<file path="src/msd_pkg.sv">
// shared constants and types of the memory space decoder
package msd_pkg;

   // ----------------------------------------------------------------
   // register indices (byte address is four times the index)
   // ----------------------------------------------------------------
   localparam logic [7:0] IDX_WIN0_BASE_LO = 8'h30;
   localparam logic [7:0] IDX_WIN0_BASE_HI = 8'h31;
   localparam logic [7:0] IDX_WIN0_CTRL = 8'h32;
   localparam logic [7:0] IDX_WIN0_CACHE = 8'h33;
   localparam logic [7:0] IDX_WIN1_BASE_LO = 8'h34;
   localparam logic [7:0] IDX_WIN1_BASE_HI = 8'h35;
   localparam logic [7:0] IDX_WIN1_CTRL = 8'h36;
   localparam logic [7:0] IDX_WIN1_CACHE = 8'h37;
   localparam logic [7:0] IDX_SHADOW_RD = 8'h40;
   localparam logic [7:0] IDX_SHADOW_WR = 8'h41;
   localparam logic [7:0] IDX_VIDEO_FLASH = 8'h42;
   localparam logic [7:0] IDX_CACHE_CFG = 8'h43;
   localparam logic [7:0] IDX_STATUS = 8'h44;

   // ----------------------------------------------------------------
   // field positions and reset values
   // ----------------------------------------------------------------
   localparam int unsigned CTRL_FORCE_BIT = 6;
   localparam int unsigned CTRL_HOLE_BIT = 5;
   localparam int unsigned VF_VIDEO_A_BIT = 0;
   localparam int unsigned VF_VIDEO_B_BIT = 1;
   localparam int unsigned VF_FLASH_LSB = 4;
   localparam int unsigned CFG_L1_WB_BIT = 0;
   localparam int unsigned CFG_L2_EN_BIT = 1;
   localparam logic [7:0] REG_RESET = 8'h00;
   localparam logic [3:0] SIZE_CODE_MAX = 4'hB;
   localparam logic [7:0] TOP_ROM_BITS = 8'hFF;
   localparam int unsigned LDEV_SYNC_STAGES = 3;

   // cache attribute codes of a window
   typedef enum logic [1:0] {
      CA_DEFAULT = 2'h0,
      CA_NONCACHE = 2'h1,
      CA_WT_L1 = 2'h2,
      CA_WB_L1 = 2'h3
   } msd_cache_attr_t;

   // cycle target, one-hot
   typedef enum logic [3:0] {
      TGT_ISA = 4'h1,
      TGT_DRAM = 4'h2,
      TGT_LOCAL = 4'h4,
      TGT_ROM = 4'h8
   } msd_target_t;

endpackage

</file>
<file path="src/msd_window_if.sv">
// window configuration and match result between decoder and matcher
`timescale 1ns/1ps
`default_nettype none
interface msd_window_if;
   logic [15:0] base;
   logic [3:0] size_code;
   logic [31:0] addr;
   logic hit;

   modport cfg (output base, output size_code, output addr, input hit);
   modport matcher (input base, input size_code, input addr, output hit);
endinterface
`default_nettype wire

</file>
<file path="src/msd_decoder.sv">
// memory space decoder: target choice, cache attributes, apb registers
//
// Our own choice: the APB register port.
`timescale 1ns/1ps
`default_nettype none
module msd_decoder (
   // clock and reset
   input wire logic pclk,
   input wire logic presetn,
   // apb slave
   input wire logic psel,
   input wire logic penable,
   input wire logic pwrite,
   input wire logic [11:0] paddr,
   input wire logic [31:0] pwdata,
   input wire logic [3:0] pstrb,
   output logic [31:0] prdata,
   output logic pready,
   output logic pslverr,
   // processor or local-bus memory cycle
   input wire logic cyc_valid,
   input wire logic cyc_write,
   input wire logic [31:0] cyc_addr,
   input wire logic dram_bank_hit,
   input wire logic local_dev_claim_n,
   // cycle results
   output logic decode_valid,
   output logic [3:0] target,
   output logic boot_rom_select_n,
   output logic isa_mem_read_n,
   output logic isa_mem_write_n,
   output logic peripheral_data_bus_steer,
   output logic [23:0] isa_addr,
   output logic [27:0] dram_addr,
   // cache attributes
   output logic l1_cacheable,
   output logic l2_cacheable,
   output logic cpu_writeback_select,
   // window chip selects for multifunction pins
   output logic [1:0] window_chip_select
);

   // ----------------------------------------------------------------
   // configuration registers
   // ----------------------------------------------------------------
   logic [7:0] win_base_lo [2];
   logic [7:0] win_base_hi [2];
   logic [7:0] win_ctrl [2];
   logic [7:0] win_cache [2];
   logic [7:0] shadow_rd;
   logic [7:0] shadow_wr;
   logic [7:0] video_flash;
   logic [7:0] cache_cfg;
   logic [7:0] status;

   // ----------------------------------------------------------------
   // apb decode
   // ----------------------------------------------------------------
   wire logic [7:0] idx = paddr[9:2];
   wire logic in_range = paddr[11:10] == 2'h0;
   wire logic setup = psel && !penable;
   wire logic acc = psel && penable;
   wire logic wr_en = acc && pwrite && pstrb[0];
   wire logic hit_w0 = in_range && idx[7:2] == msd_pkg::IDX_WIN0_BASE_LO[7:2];
   wire logic hit_w1 = in_range && idx[7:2] == msd_pkg::IDX_WIN1_BASE_LO[7:2];
   wire logic hit_win = hit_w0 || hit_w1;
   wire logic win_sel = hit_w1;
   wire logic hit_srd = in_range && idx == msd_pkg::IDX_SHADOW_RD;
   wire logic hit_swr = in_range && idx == msd_pkg::IDX_SHADOW_WR;
   wire logic hit_vf = in_range && idx == msd_pkg::IDX_VIDEO_FLASH;
   wire logic hit_cfg = in_range && idx == msd_pkg::IDX_CACHE_CFG;
   wire logic hit_st = in_range && idx == msd_pkg::IDX_STATUS;
   wire logic mapped = hit_win || hit_srd || hit_swr || hit_vf || hit_cfg
                       || hit_st;

   // zero wait states: read data is caught in the setup cycle
   assign pready = acc;
   assign pslverr = acc && !mapped;

   logic [7:0] rd_byte;
   always_comb begin
      rd_byte = 8'h00;
      if (hit_win) begin
         case (idx[1:0])
            2'h0: rd_byte = win_base_lo[win_sel];
            2'h1: rd_byte = win_base_hi[win_sel];
            2'h2: rd_byte = win_ctrl[win_sel] & 8'h6F;
            default: rd_byte = win_cache[win_sel] & 8'h03;
         endcase
      end else if (hit_srd) begin
         rd_byte = shadow_rd & 8'h7F;
      end else if (hit_swr) begin
         rd_byte = shadow_wr & 8'h7F;
      end else if (hit_vf) begin
         rd_byte = video_flash & 8'hF3;
      end else if (hit_cfg) begin
         rd_byte = cache_cfg & 8'h03;
      end else if (hit_st) begin
         rd_byte = status;
      end
   end

   always_ff @(posedge pclk or negedge presetn) begin
      if (!presetn) begin
         prdata <= 32'h0000_0000;
      end else if (setup) begin
         prdata <= {24'h00_0000, rd_byte};
      end
   end

   always_ff @(posedge pclk or negedge presetn) begin
      if (!presetn) begin
         for (int i = 0; i < 2; i++) begin
            win_base_lo[i] <= msd_pkg::REG_RESET;
            win_base_hi[i] <= msd_pkg::REG_RESET;
            win_ctrl[i] <= msd_pkg::REG_RESET;
            win_cache[i] <= msd_pkg::REG_RESET;
         end
         shadow_rd <= msd_pkg::REG_RESET;
         shadow_wr <= msd_pkg::REG_RESET;
         video_flash <= msd_pkg::REG_RESET;
         cache_cfg <= msd_pkg::REG_RESET;
      end else if (wr_en) begin
         if (hit_win) begin
            case (idx[1:0])
               2'h0: win_base_lo[win_sel] <= pwdata[7:0];
               2'h1: win_base_hi[win_sel] <= pwdata[7:0];
               2'h2: win_ctrl[win_sel] <= pwdata[7:0];
               default: win_cache[win_sel] <= pwdata[7:0];
            endcase
         end
         if (hit_srd) shadow_rd <= pwdata[7:0];
         if (hit_swr) shadow_wr <= pwdata[7:0];
         if (hit_vf) video_flash <= pwdata[7:0];
         if (hit_cfg) cache_cfg <= pwdata[7:0];
      end
   end

   // ----------------------------------------------------------------
   // local device claim pin
   // ----------------------------------------------------------------
   logic ldev_n_sync;
   msd_sync3 #(.RESET_VAL(1'b1)) u_ldev_sync (
      .pclk(pclk),
      .presetn(presetn),
      .din(local_dev_claim_n),
      .q(ldev_n_sync)
   );

   // ----------------------------------------------------------------
   // programmable windows
   // ----------------------------------------------------------------
   msd_window_if win_if0 ();
   msd_window_if win_if1 ();

   assign win_if0.base = {win_base_hi[0], win_base_lo[0]};
   assign win_if0.size_code = win_ctrl[0][3:0];
   assign win_if0.addr = cyc_addr;
   assign win_if1.base = {win_base_hi[1], win_base_lo[1]};
   assign win_if1.size_code = win_ctrl[1][3:0];
   assign win_if1.addr = cyc_addr;

   msd_window_match u_win0 (.win(win_if0));
   msd_window_match u_win1 (.win(win_if1));

   wire logic [1:0] win_hit = {win_if1.hit, win_if0.hit};
   wire logic [1:0] win_hole;
   wire logic [1:0] win_force;
   wire logic [1:0] win_attr_on;

   // a window with no attributes set changes only its chip select and status bit
   for (genvar w = 0; w < 2; w++) begin : g_win
      assign win_hole[w] = win_hit[w] && win_ctrl[w][msd_pkg::CTRL_HOLE_BIT];
      assign win_force[w] = win_hit[w]
                            && win_ctrl[w][msd_pkg::CTRL_FORCE_BIT];
      assign win_attr_on[w] = win_hit[w] && win_cache[w][1:0] != 2'h0;
   end

   // overlapping windows: union of hole and force
   wire logic hole_any = |win_hole;
   wire logic force_any = |win_force;

   // window 0 cache code wins whenever it names one
   wire msd_pkg::msd_cache_attr_t attr =
      win_attr_on[0] ? msd_pkg::msd_cache_attr_t'(win_cache[0][1:0]) :
      win_attr_on[1] ? msd_pkg::msd_cache_attr_t'(win_cache[1][1:0]) :
      msd_pkg::CA_DEFAULT;

   // ----------------------------------------------------------------
   // fixed and shadow decodes, bits 30:28 ignored
   // ----------------------------------------------------------------
   wire logic a31 = cyc_addr[31];
   wire logic [7:0] a_mb = cyc_addr[27:20];
   wire logic [3:0] seg = cyc_addr[19:16];
   wire logic top_rom = a31 && a_mb == msd_pkg::TOP_ROM_BITS;
   wire logic low_mb = !a31 && a_mb == 8'h00;
   wire logic in_video = low_mb && (seg == 4'hA || seg == 4'hB);
   wire logic in_bios = low_mb && seg >= 4'hC;
   wire logic in_ef = low_mb && seg >= 4'hE;

   // normal shadow bit: C in four 16K pieces, then D, E, F
   function automatic logic shadow_bit(input logic [7:0] bits,
                                       input logic [3:0] s,
                                       input logic [1:0] q16k);
      case (s)
         4'hC: shadow_bit = bits[q16k];
         4'hD: shadow_bit = bits[4];
         4'hE: shadow_bit = bits[5];
         4'hF: shadow_bit = bits[6];
         default: shadow_bit = 1'b0;
      endcase
   endfunction

   wire logic [1:0] q16k = cyc_addr[15:14];
   wire logic [1:0] flash_sel = {cyc_addr[16], cyc_addr[15]};
   wire logic [3:0] flash_bits = video_flash[msd_pkg::VF_FLASH_LSB +: 4];
   wire logic flash_on = in_ef && flash_bits[flash_sel];
   wire logic video_on = (seg == 4'hA)
                         ? video_flash[msd_pkg::VF_VIDEO_A_BIT]
                         : video_flash[msd_pkg::VF_VIDEO_B_BIT];
   wire logic [7:0] rw_bits = cyc_write ? shadow_wr : shadow_rd;
   wire logic bios_on = shadow_bit(rw_bits, seg, q16k) || flash_on;

   // shadow ranges ignore the bank decode entirely
   wire logic dram_base = in_video ? video_on :
                          in_bios ? bios_on :
                          dram_bank_hit;
   // lower half only; aliases onto the lowest 256MB
   wire logic dram_claim = !a31 && dram_base && !hole_any;
   // forcing takes the cycle from isa and rom only, not from dram
   wire logic local_claim = !ldev_n_sync || force_any;

   msd_pkg::msd_target_t next_target;
   always_comb begin
      if (dram_claim) begin
         next_target = msd_pkg::TGT_DRAM;
      end else if (local_claim) begin
         next_target = msd_pkg::TGT_LOCAL;
      end else if (top_rom) begin
         next_target = msd_pkg::TGT_ROM;
      end else begin
         next_target = msd_pkg::TGT_ISA;
      end
   end

   wire logic to_dram = next_target == msd_pkg::TGT_DRAM;
   wire logic isa_side = next_target == msd_pkg::TGT_ISA
                         || next_target == msd_pkg::TGT_ROM;

   // ----------------------------------------------------------------
   // cache attributes
   // ----------------------------------------------------------------
   wire logic l1_wb_default = cache_cfg[msd_pkg::CFG_L1_WB_BIT];
   wire logic l2_enable = cache_cfg[msd_pkg::CFG_L2_EN_BIT];
   wire logic forced_l1 = attr == msd_pkg::CA_WT_L1
                          || attr == msd_pkg::CA_WB_L1;
   wire logic next_l1 = forced_l1
                        || (to_dram && attr != msd_pkg::CA_NONCACHE);
   // second level holds local dram only; the l1 codes leave it alone
   wire logic next_l2 = to_dram && l2_enable
                        && attr != msd_pkg::CA_NONCACHE;
   logic next_wb;
   always_comb begin
      case (attr)
         msd_pkg::CA_WT_L1: next_wb = 1'b0;
         msd_pkg::CA_WB_L1: next_wb = 1'b1;
         msd_pkg::CA_NONCACHE: next_wb = 1'b0;
         default: next_wb = l1_wb_default && to_dram;
      endcase
   end

   // ----------------------------------------------------------------
   // registered cycle results
   // ----------------------------------------------------------------
   always_ff @(posedge pclk or negedge presetn) begin
      if (!presetn) begin
         decode_valid <= 1'b0;
         target <= msd_pkg::TGT_ISA;
         boot_rom_select_n <= 1'b1;
         isa_mem_read_n <= 1'b1;
         isa_mem_write_n <= 1'b1;
         peripheral_data_bus_steer <= 1'b0;
         isa_addr <= 24'h00_0000;
         dram_addr <= 28'h000_0000;
         l1_cacheable <= 1'b0;
         l2_cacheable <= 1'b0;
         cpu_writeback_select <= 1'b0;
         window_chip_select <= 2'h0;
      end else begin
         decode_valid <= cyc_valid;
         if (cyc_valid) begin
            target <= next_target;
            // rom select holds even when a local slave takes the cycle
            boot_rom_select_n <= !top_rom;
            isa_mem_read_n <= !(isa_side && !cyc_write);
            isa_mem_write_n <= !(isa_side && cyc_write);
            peripheral_data_bus_steer <= top_rom && !cyc_write
                                         && !local_claim;
            isa_addr <= cyc_addr[23:0];
            dram_addr <= cyc_addr[27:0];
            l1_cacheable <= next_l1;
            l2_cacheable <= next_l2;
            cpu_writeback_select <= next_wb;
            window_chip_select <= win_hit;
         end else begin
            boot_rom_select_n <= 1'b1;
            isa_mem_read_n <= 1'b1;
            isa_mem_write_n <= 1'b1;
            peripheral_data_bus_steer <= 1'b0;
            window_chip_select <= 2'h0;
         end
      end
   end

   // status shows the last decoded cycle
   always_ff @(posedge pclk or negedge presetn) begin
      if (!presetn) begin
         status <= msd_pkg::REG_RESET;
      end else if (cyc_valid) begin
         status <= {win_hit, !ldev_n_sync, hole_any, next_target};
      end
   end

endmodule
`default_nettype wire

</file>
<file path="src/msd_sync3.sv">
// three-stage synchroniser for a pin level
`timescale 1ns/1ps
`default_nettype none
module msd_sync3 #(
   parameter logic RESET_VAL = 1'b1
) (
   // clock and reset
   input wire logic pclk,
   input wire logic presetn,
   // level in and out
   input wire logic din,
   output logic q
);
   logic s1;
   logic s2;
   logic s3;

   always_ff @(posedge pclk or negedge presetn) begin
      if (!presetn) begin
         s1 <= RESET_VAL;
         s2 <= RESET_VAL;
         s3 <= RESET_VAL;
      end else begin
         s1 <= din;
         s2 <= s1;
         s3 <= s2;
      end
   end

   // a change counts only once the last two stages agree
   always_ff @(posedge pclk or negedge presetn) begin
      if (!presetn) begin
         q <= RESET_VAL;
      end else if (s2 == s3) begin
         q <= s3;
      end
   end
endmodule
`default_nettype wire

</file>
<file path="src/msd_window_match.sv">
// address compare of one programmable memory window
`timescale 1ns/1ps
`default_nettype none
module msd_window_match (
   msd_window_if.matcher win
);
   // codes above the largest size decode as the largest size
   function automatic logic [11:0] size_mask(input logic [3:0] code);
      logic [3:0] c;
      c = (code > msd_pkg::SIZE_CODE_MAX) ? msd_pkg::SIZE_CODE_MAX : code;
      size_mask = 12'hFFF << c;
   endfunction

   wire logic [11:0] mask = size_mask(win.size_code);
   wire logic [11:0] diff = win.addr[27:16] ^ win.base[11:0];
   wire logic top_eq = win.addr[31] == win.base[15];

   // bits 30:28 are never looked at
   assign win.hit = top_eq && ((diff & mask) == 12'h000);
endmodule
`default_nettype wire

</file>
<file path="config.mk">
export PLATFORM = sky130hd
export DESIGN_NAME = msd_decoder
export DESIGN_NICKNAME = d
export VERILOG_FILES = /design/src/msd_pkg.sv /design/src/msd_window_if.sv /design/src/msd_decoder.sv /design/src/msd_sync3.sv /design/src/msd_window_match.sv
export SDC_FILE = /design/constraint.sdc
export NUM_CORES = 1
export LEC_CHECK = 0
export ABC_CLOCK_PERIOD_IN_PS = 4000
export BUFFER_PORTS_ARGS = -buffer_cell sky130_fd_sc_hd__buf_2
export CORE_MARGIN = 1.5
export CORE_UTILIZATION = 50
export DETAILED_ROUTE_END_ITERATION = 12
export GPL_ROUTABILITY_DRIVEN = 0
export PLACE_DENSITY = 0.77
export SYNTH_ARGS = -nofsm -noshare
export SYNTH_HDL_FRONTEND = slang
export SYNTH_SLANG_ARGS = --single-unit
</file>
<file path="constraint.sdc">
create_clock -name pclk -period 4 [get_ports pclk]
set_clock_uncertainty 0.2 [all_clocks]
set_input_delay 0.2 -clock pclk [delete_from_list [all_inputs] [get_ports pclk]]
set_output_delay 0.2 -clock pclk [all_outputs]
set_load 0.03 [all_outputs]
</file>
==> impl_metrics.csv <==
group,metric,value,unit
global_routing,grt_overflow,0,
floorplanning,io-pin-count,189,
sta,hold_violations,0,
finish,antenna_cells,0,
yosys,yosys_most_used_dff,"dfrtp_1",
routing,drt_first_iter_violations,397,
sta,slew_viol_final,0,
sta,max-slew-margin-rel,29.9,%
pwr,p_per_area,409,nW/um2
global_routing,track_usage,26.3,%
floorplanning,rows,42,
floorplanning,die_h,119,um
global_routing,busiest_layer,"met2",
setup_path,critical_path.endpoint_type,"flop",
sta,post-route-min-period,3.05,ns
yosys,syn_area,6740,um2
clock_network,cts_root_buf,"clkbuf_16",
clock_network,cts_resized,0,
routing,route.detailed.drc,0,
sta,rsz0062_at_grt,"false",
sta,fin_crit_sh,76.4,%
clock_network,cts_sinks,129,
finish,areaGrowthSynthToFinish,21.2,%
yosys,synthCells,579,
routing,vias_per_cell,5.80,
global_routing,grt_pass1_vias,5291,
finish,drive_gt1_share,41.0,%
routing,wire_per_inst,19.8,um
global_routing,grt_pass1_wl,28.2,mm
yosys,synth_cell_types,65,
sta,max_freq,327,MHz
global_routing,use_met1,34.1,%
floorplanning,core,13200,um2
yosys,yosysWarnings,0,
sta,setup_violations,0,
pwr,ir_drop,327,uV
setup_path,critPathKind,"input port to flop",
routing,routed_wl,18.0,mm
global_routing,use_met2,42.7,%
routing,ant_nets,0,
pwr,p_total,3.34,mW
clock_network,clk_path_buf_depth,2,
finish,nets,806,
place,io_buffers,132,
run,cap_violations,0,
setup_path,cp.arrival,3.15,ns
yosys,synth_area_per_cell,11.6,um2
clock_network,clk_latency,0.42,ns
clock_network,cts_buffers,17,
setup_path,cp-start-kind,"input port",
global_routing,grt_antenna_before_repair,0,
finish,num-fill-cells,1038,
routing,firstDrtPassIters,5,
global_routing,met3_usage,5.60,%
sta,worst_pin_slew,1.05,ns
clock_network,cts_tree,"done",
place,hpwlAfterDp,12.5,mm
place,dp_worst_setup_slack,1.03,ns
sta,setup_tns,0,ns
sta,setup_slack,0.946,ns
global_routing,grt_max_degree,53,
clock_network,path_clk_slew,0.05,ns
setup_path,cp_max_fo,5,
yosys,yosysSeqAreaShare,48.1,%
floorplanning,floorplan.initialDensity,51.1,%
routing,via_count,5255,
clock_network,htree_levels,4,
setup_path,crit_required,4.10,ns
floorplanning,die_w,119,um
yosys,synth_enable_flop_cells,0,
yosys,ys_seq_elements,129,
pwr,p_leak,3.95,nW
yosys,async_flop_share,100,%
floorplanning,dieArea,14200,um2
status,outcome,"finished, final reports clean",
hold_path,min_path_type,"input port to flop",
[sequential cells by signal, indices dropped and copies added, names as in the netlist, 2 cells and up]
name,cells
win_base_lo,16
window_chip_select,2
video_flash,6
win_ctrl,12
shadow_wr,7
isa_addr,23
target,3
cache_cfg,2
dram_addr,5
win_cache,4
status,6
prdata,8
shadow_rd,7
win_base_hi,16
[synth_stat cells (all sizes together) (2+ instances only)]
cell type  instances  area share [%]
dfrtp            121              45
mux2             100              17
buf               65             7.0
nand2             46             2.7
nor2              24             1.5
o21ai             24             1.8
a21oi             20             1.5
xnor2             18             2.3
mux2i             16             2.4
clkbuf            13            0.72
inv               10            0.56
nor3               9             1.0
dfstp              8             3.1
xor2               8             1.0
mux4               7             2.3
nand3              7            0.59
o211ai             7            0.78
and2               6            0.56
nand2b             6            0.56
o22ai              6            0.56
a21o               4            0.45
a221o              4            0.59
a221oi             4            0.61
nor4               4            0.56
a211oi             3            0.41
a22oi              3            0.33
a31oi              3            0.28
and3               3            0.30
nand4              2            0.19
nor2b              2            0.19
o221ai             2            0.26
o311a              2            0.30
or2                2            0.19
or3                2            0.19
or4                2            0.28
[per-stage QoR]
step,instances,area [um2],hold slack [ns],utilization (%)
floorplan,602,6820,-0.296,-
global placement,838,7230,0.0597,54.8
detailed placement,838,7230,0.0670,54.8
CTS,906,8170,0.0281,61.9
global route,906,8170,0.0448,61.9
finish,906,8170,0.0373,61.9
[cell usage in the layout, fill, tap and decap left out, types with 7 or more instances in the layout]
| cell | Yosys | layout |
|---|---|---|
| dfstp_2 | 8 | 8 |
| mux2_2 | 100 | 100 |
| conb_1 | 1 | 24 |
| nor3_1 | 7 | 7 |
| nand2_1 | 43 | 43 |
| xnor2_1 | 18 | 18 |
| xor2_1 | 8 | 8 |
| a21oi_1 | 20 | 20 |
| inv_1 | 10 | 10 |
| clkbuf_16 | 0 | 17 |
| mux2i_1 | 16 | 16 |
| nor2_1 | 21 | 21 |
| mux4_2 | 7 | 7 |
| o211ai_1 | 7 | 7 |
| dlygate4sd3_1 | 0 | 36 |
| buf_2 | 5 | 131 |
| buf_4 | 51 | 7 |
| dfrtp_1 | 121 | 121 |
| o21ai_0 | 24 | 24 |
[power breakdown]
part,internal [mW],switching (mW),total [mW]
Clock,0.949,0.541,1.49
Combinational,0.148,0.317,0.465
Sequential,1.35,0.0317,1.39
[cell families (layout without fill, tap and decap cells)]
family | Yosys count | count (layout) | share of synthesized area (%)
XOR/XNOR | 26 | 26 | 3.38
flip-flops | 129 | 129 | 48.1
multiplexers | 123 | 123 | 21.4
buffers and inverters | 88 | 216 | 8.28
AO/OA/AOI/OAI | 93 | 93 | 9.34
AND/OR/NAND/NOR | 118 | 118 | 9.30
adder cells (fa/ha/maj) | 1 | 1 | 0.149
other | 1 | 24 | 0.0557
[final cells by class]
cell class	instances	area [um2]	area share (%)
sequential	129	3240	39.7
multi-input combinational	385	3030	37.1
clock inverter	5	50.0	0.613
tap	176	220	2.70
clock buffer	27	523	6.41
timing repair buffer	174	1070	13.1
inverter	10	37.5	0.460
[worst paths after layout]
kind / from / to / slack [ns] / cells after the start
min in group asynchronous: presetn / l1_cacheable / 0.15 / 2
worst max-delay path: cyc_addr[21] / target[2] / 0.95 / 9
max in group asynchronous: presetn / win_base_hi[11] / 2.49 / 3
worst max register to register: win_ctrl[10] / isa_mem_read_n / 1.26 / 7
worst min register to register: u_ldev_sync.s1 / u_ldev_sync.s2 / 0.16 / 0
worst min-delay path: cyc_valid / decode_valid / 0.04 / 1
[critical path, stage by stage]
cell and delay [ns]:
dlygate4sd3_1 0.54, buf_2 0.18, or4_1 0.53, nor4_2 0.51, nand4_1 0.15, o221ai_1 0.33
a221o_1 0.29, inv_1 0.10, a211oi_1 0.33
[repair_timing]
action	4_1_cts	5_1_grt
hold buffers	36	0
hold endpoints to repair	125	0
setup buffers	0	0
[layer usage]
metal | part of all wire, % | up-vias
met4 | 3.2 | 0
met1 | 41 | 2614
met5 | 0 | -
met2 | 48 | 311
li1 | - | 2274
met3 | 7.8 | 56
Power figures use the tool's default switching activity.
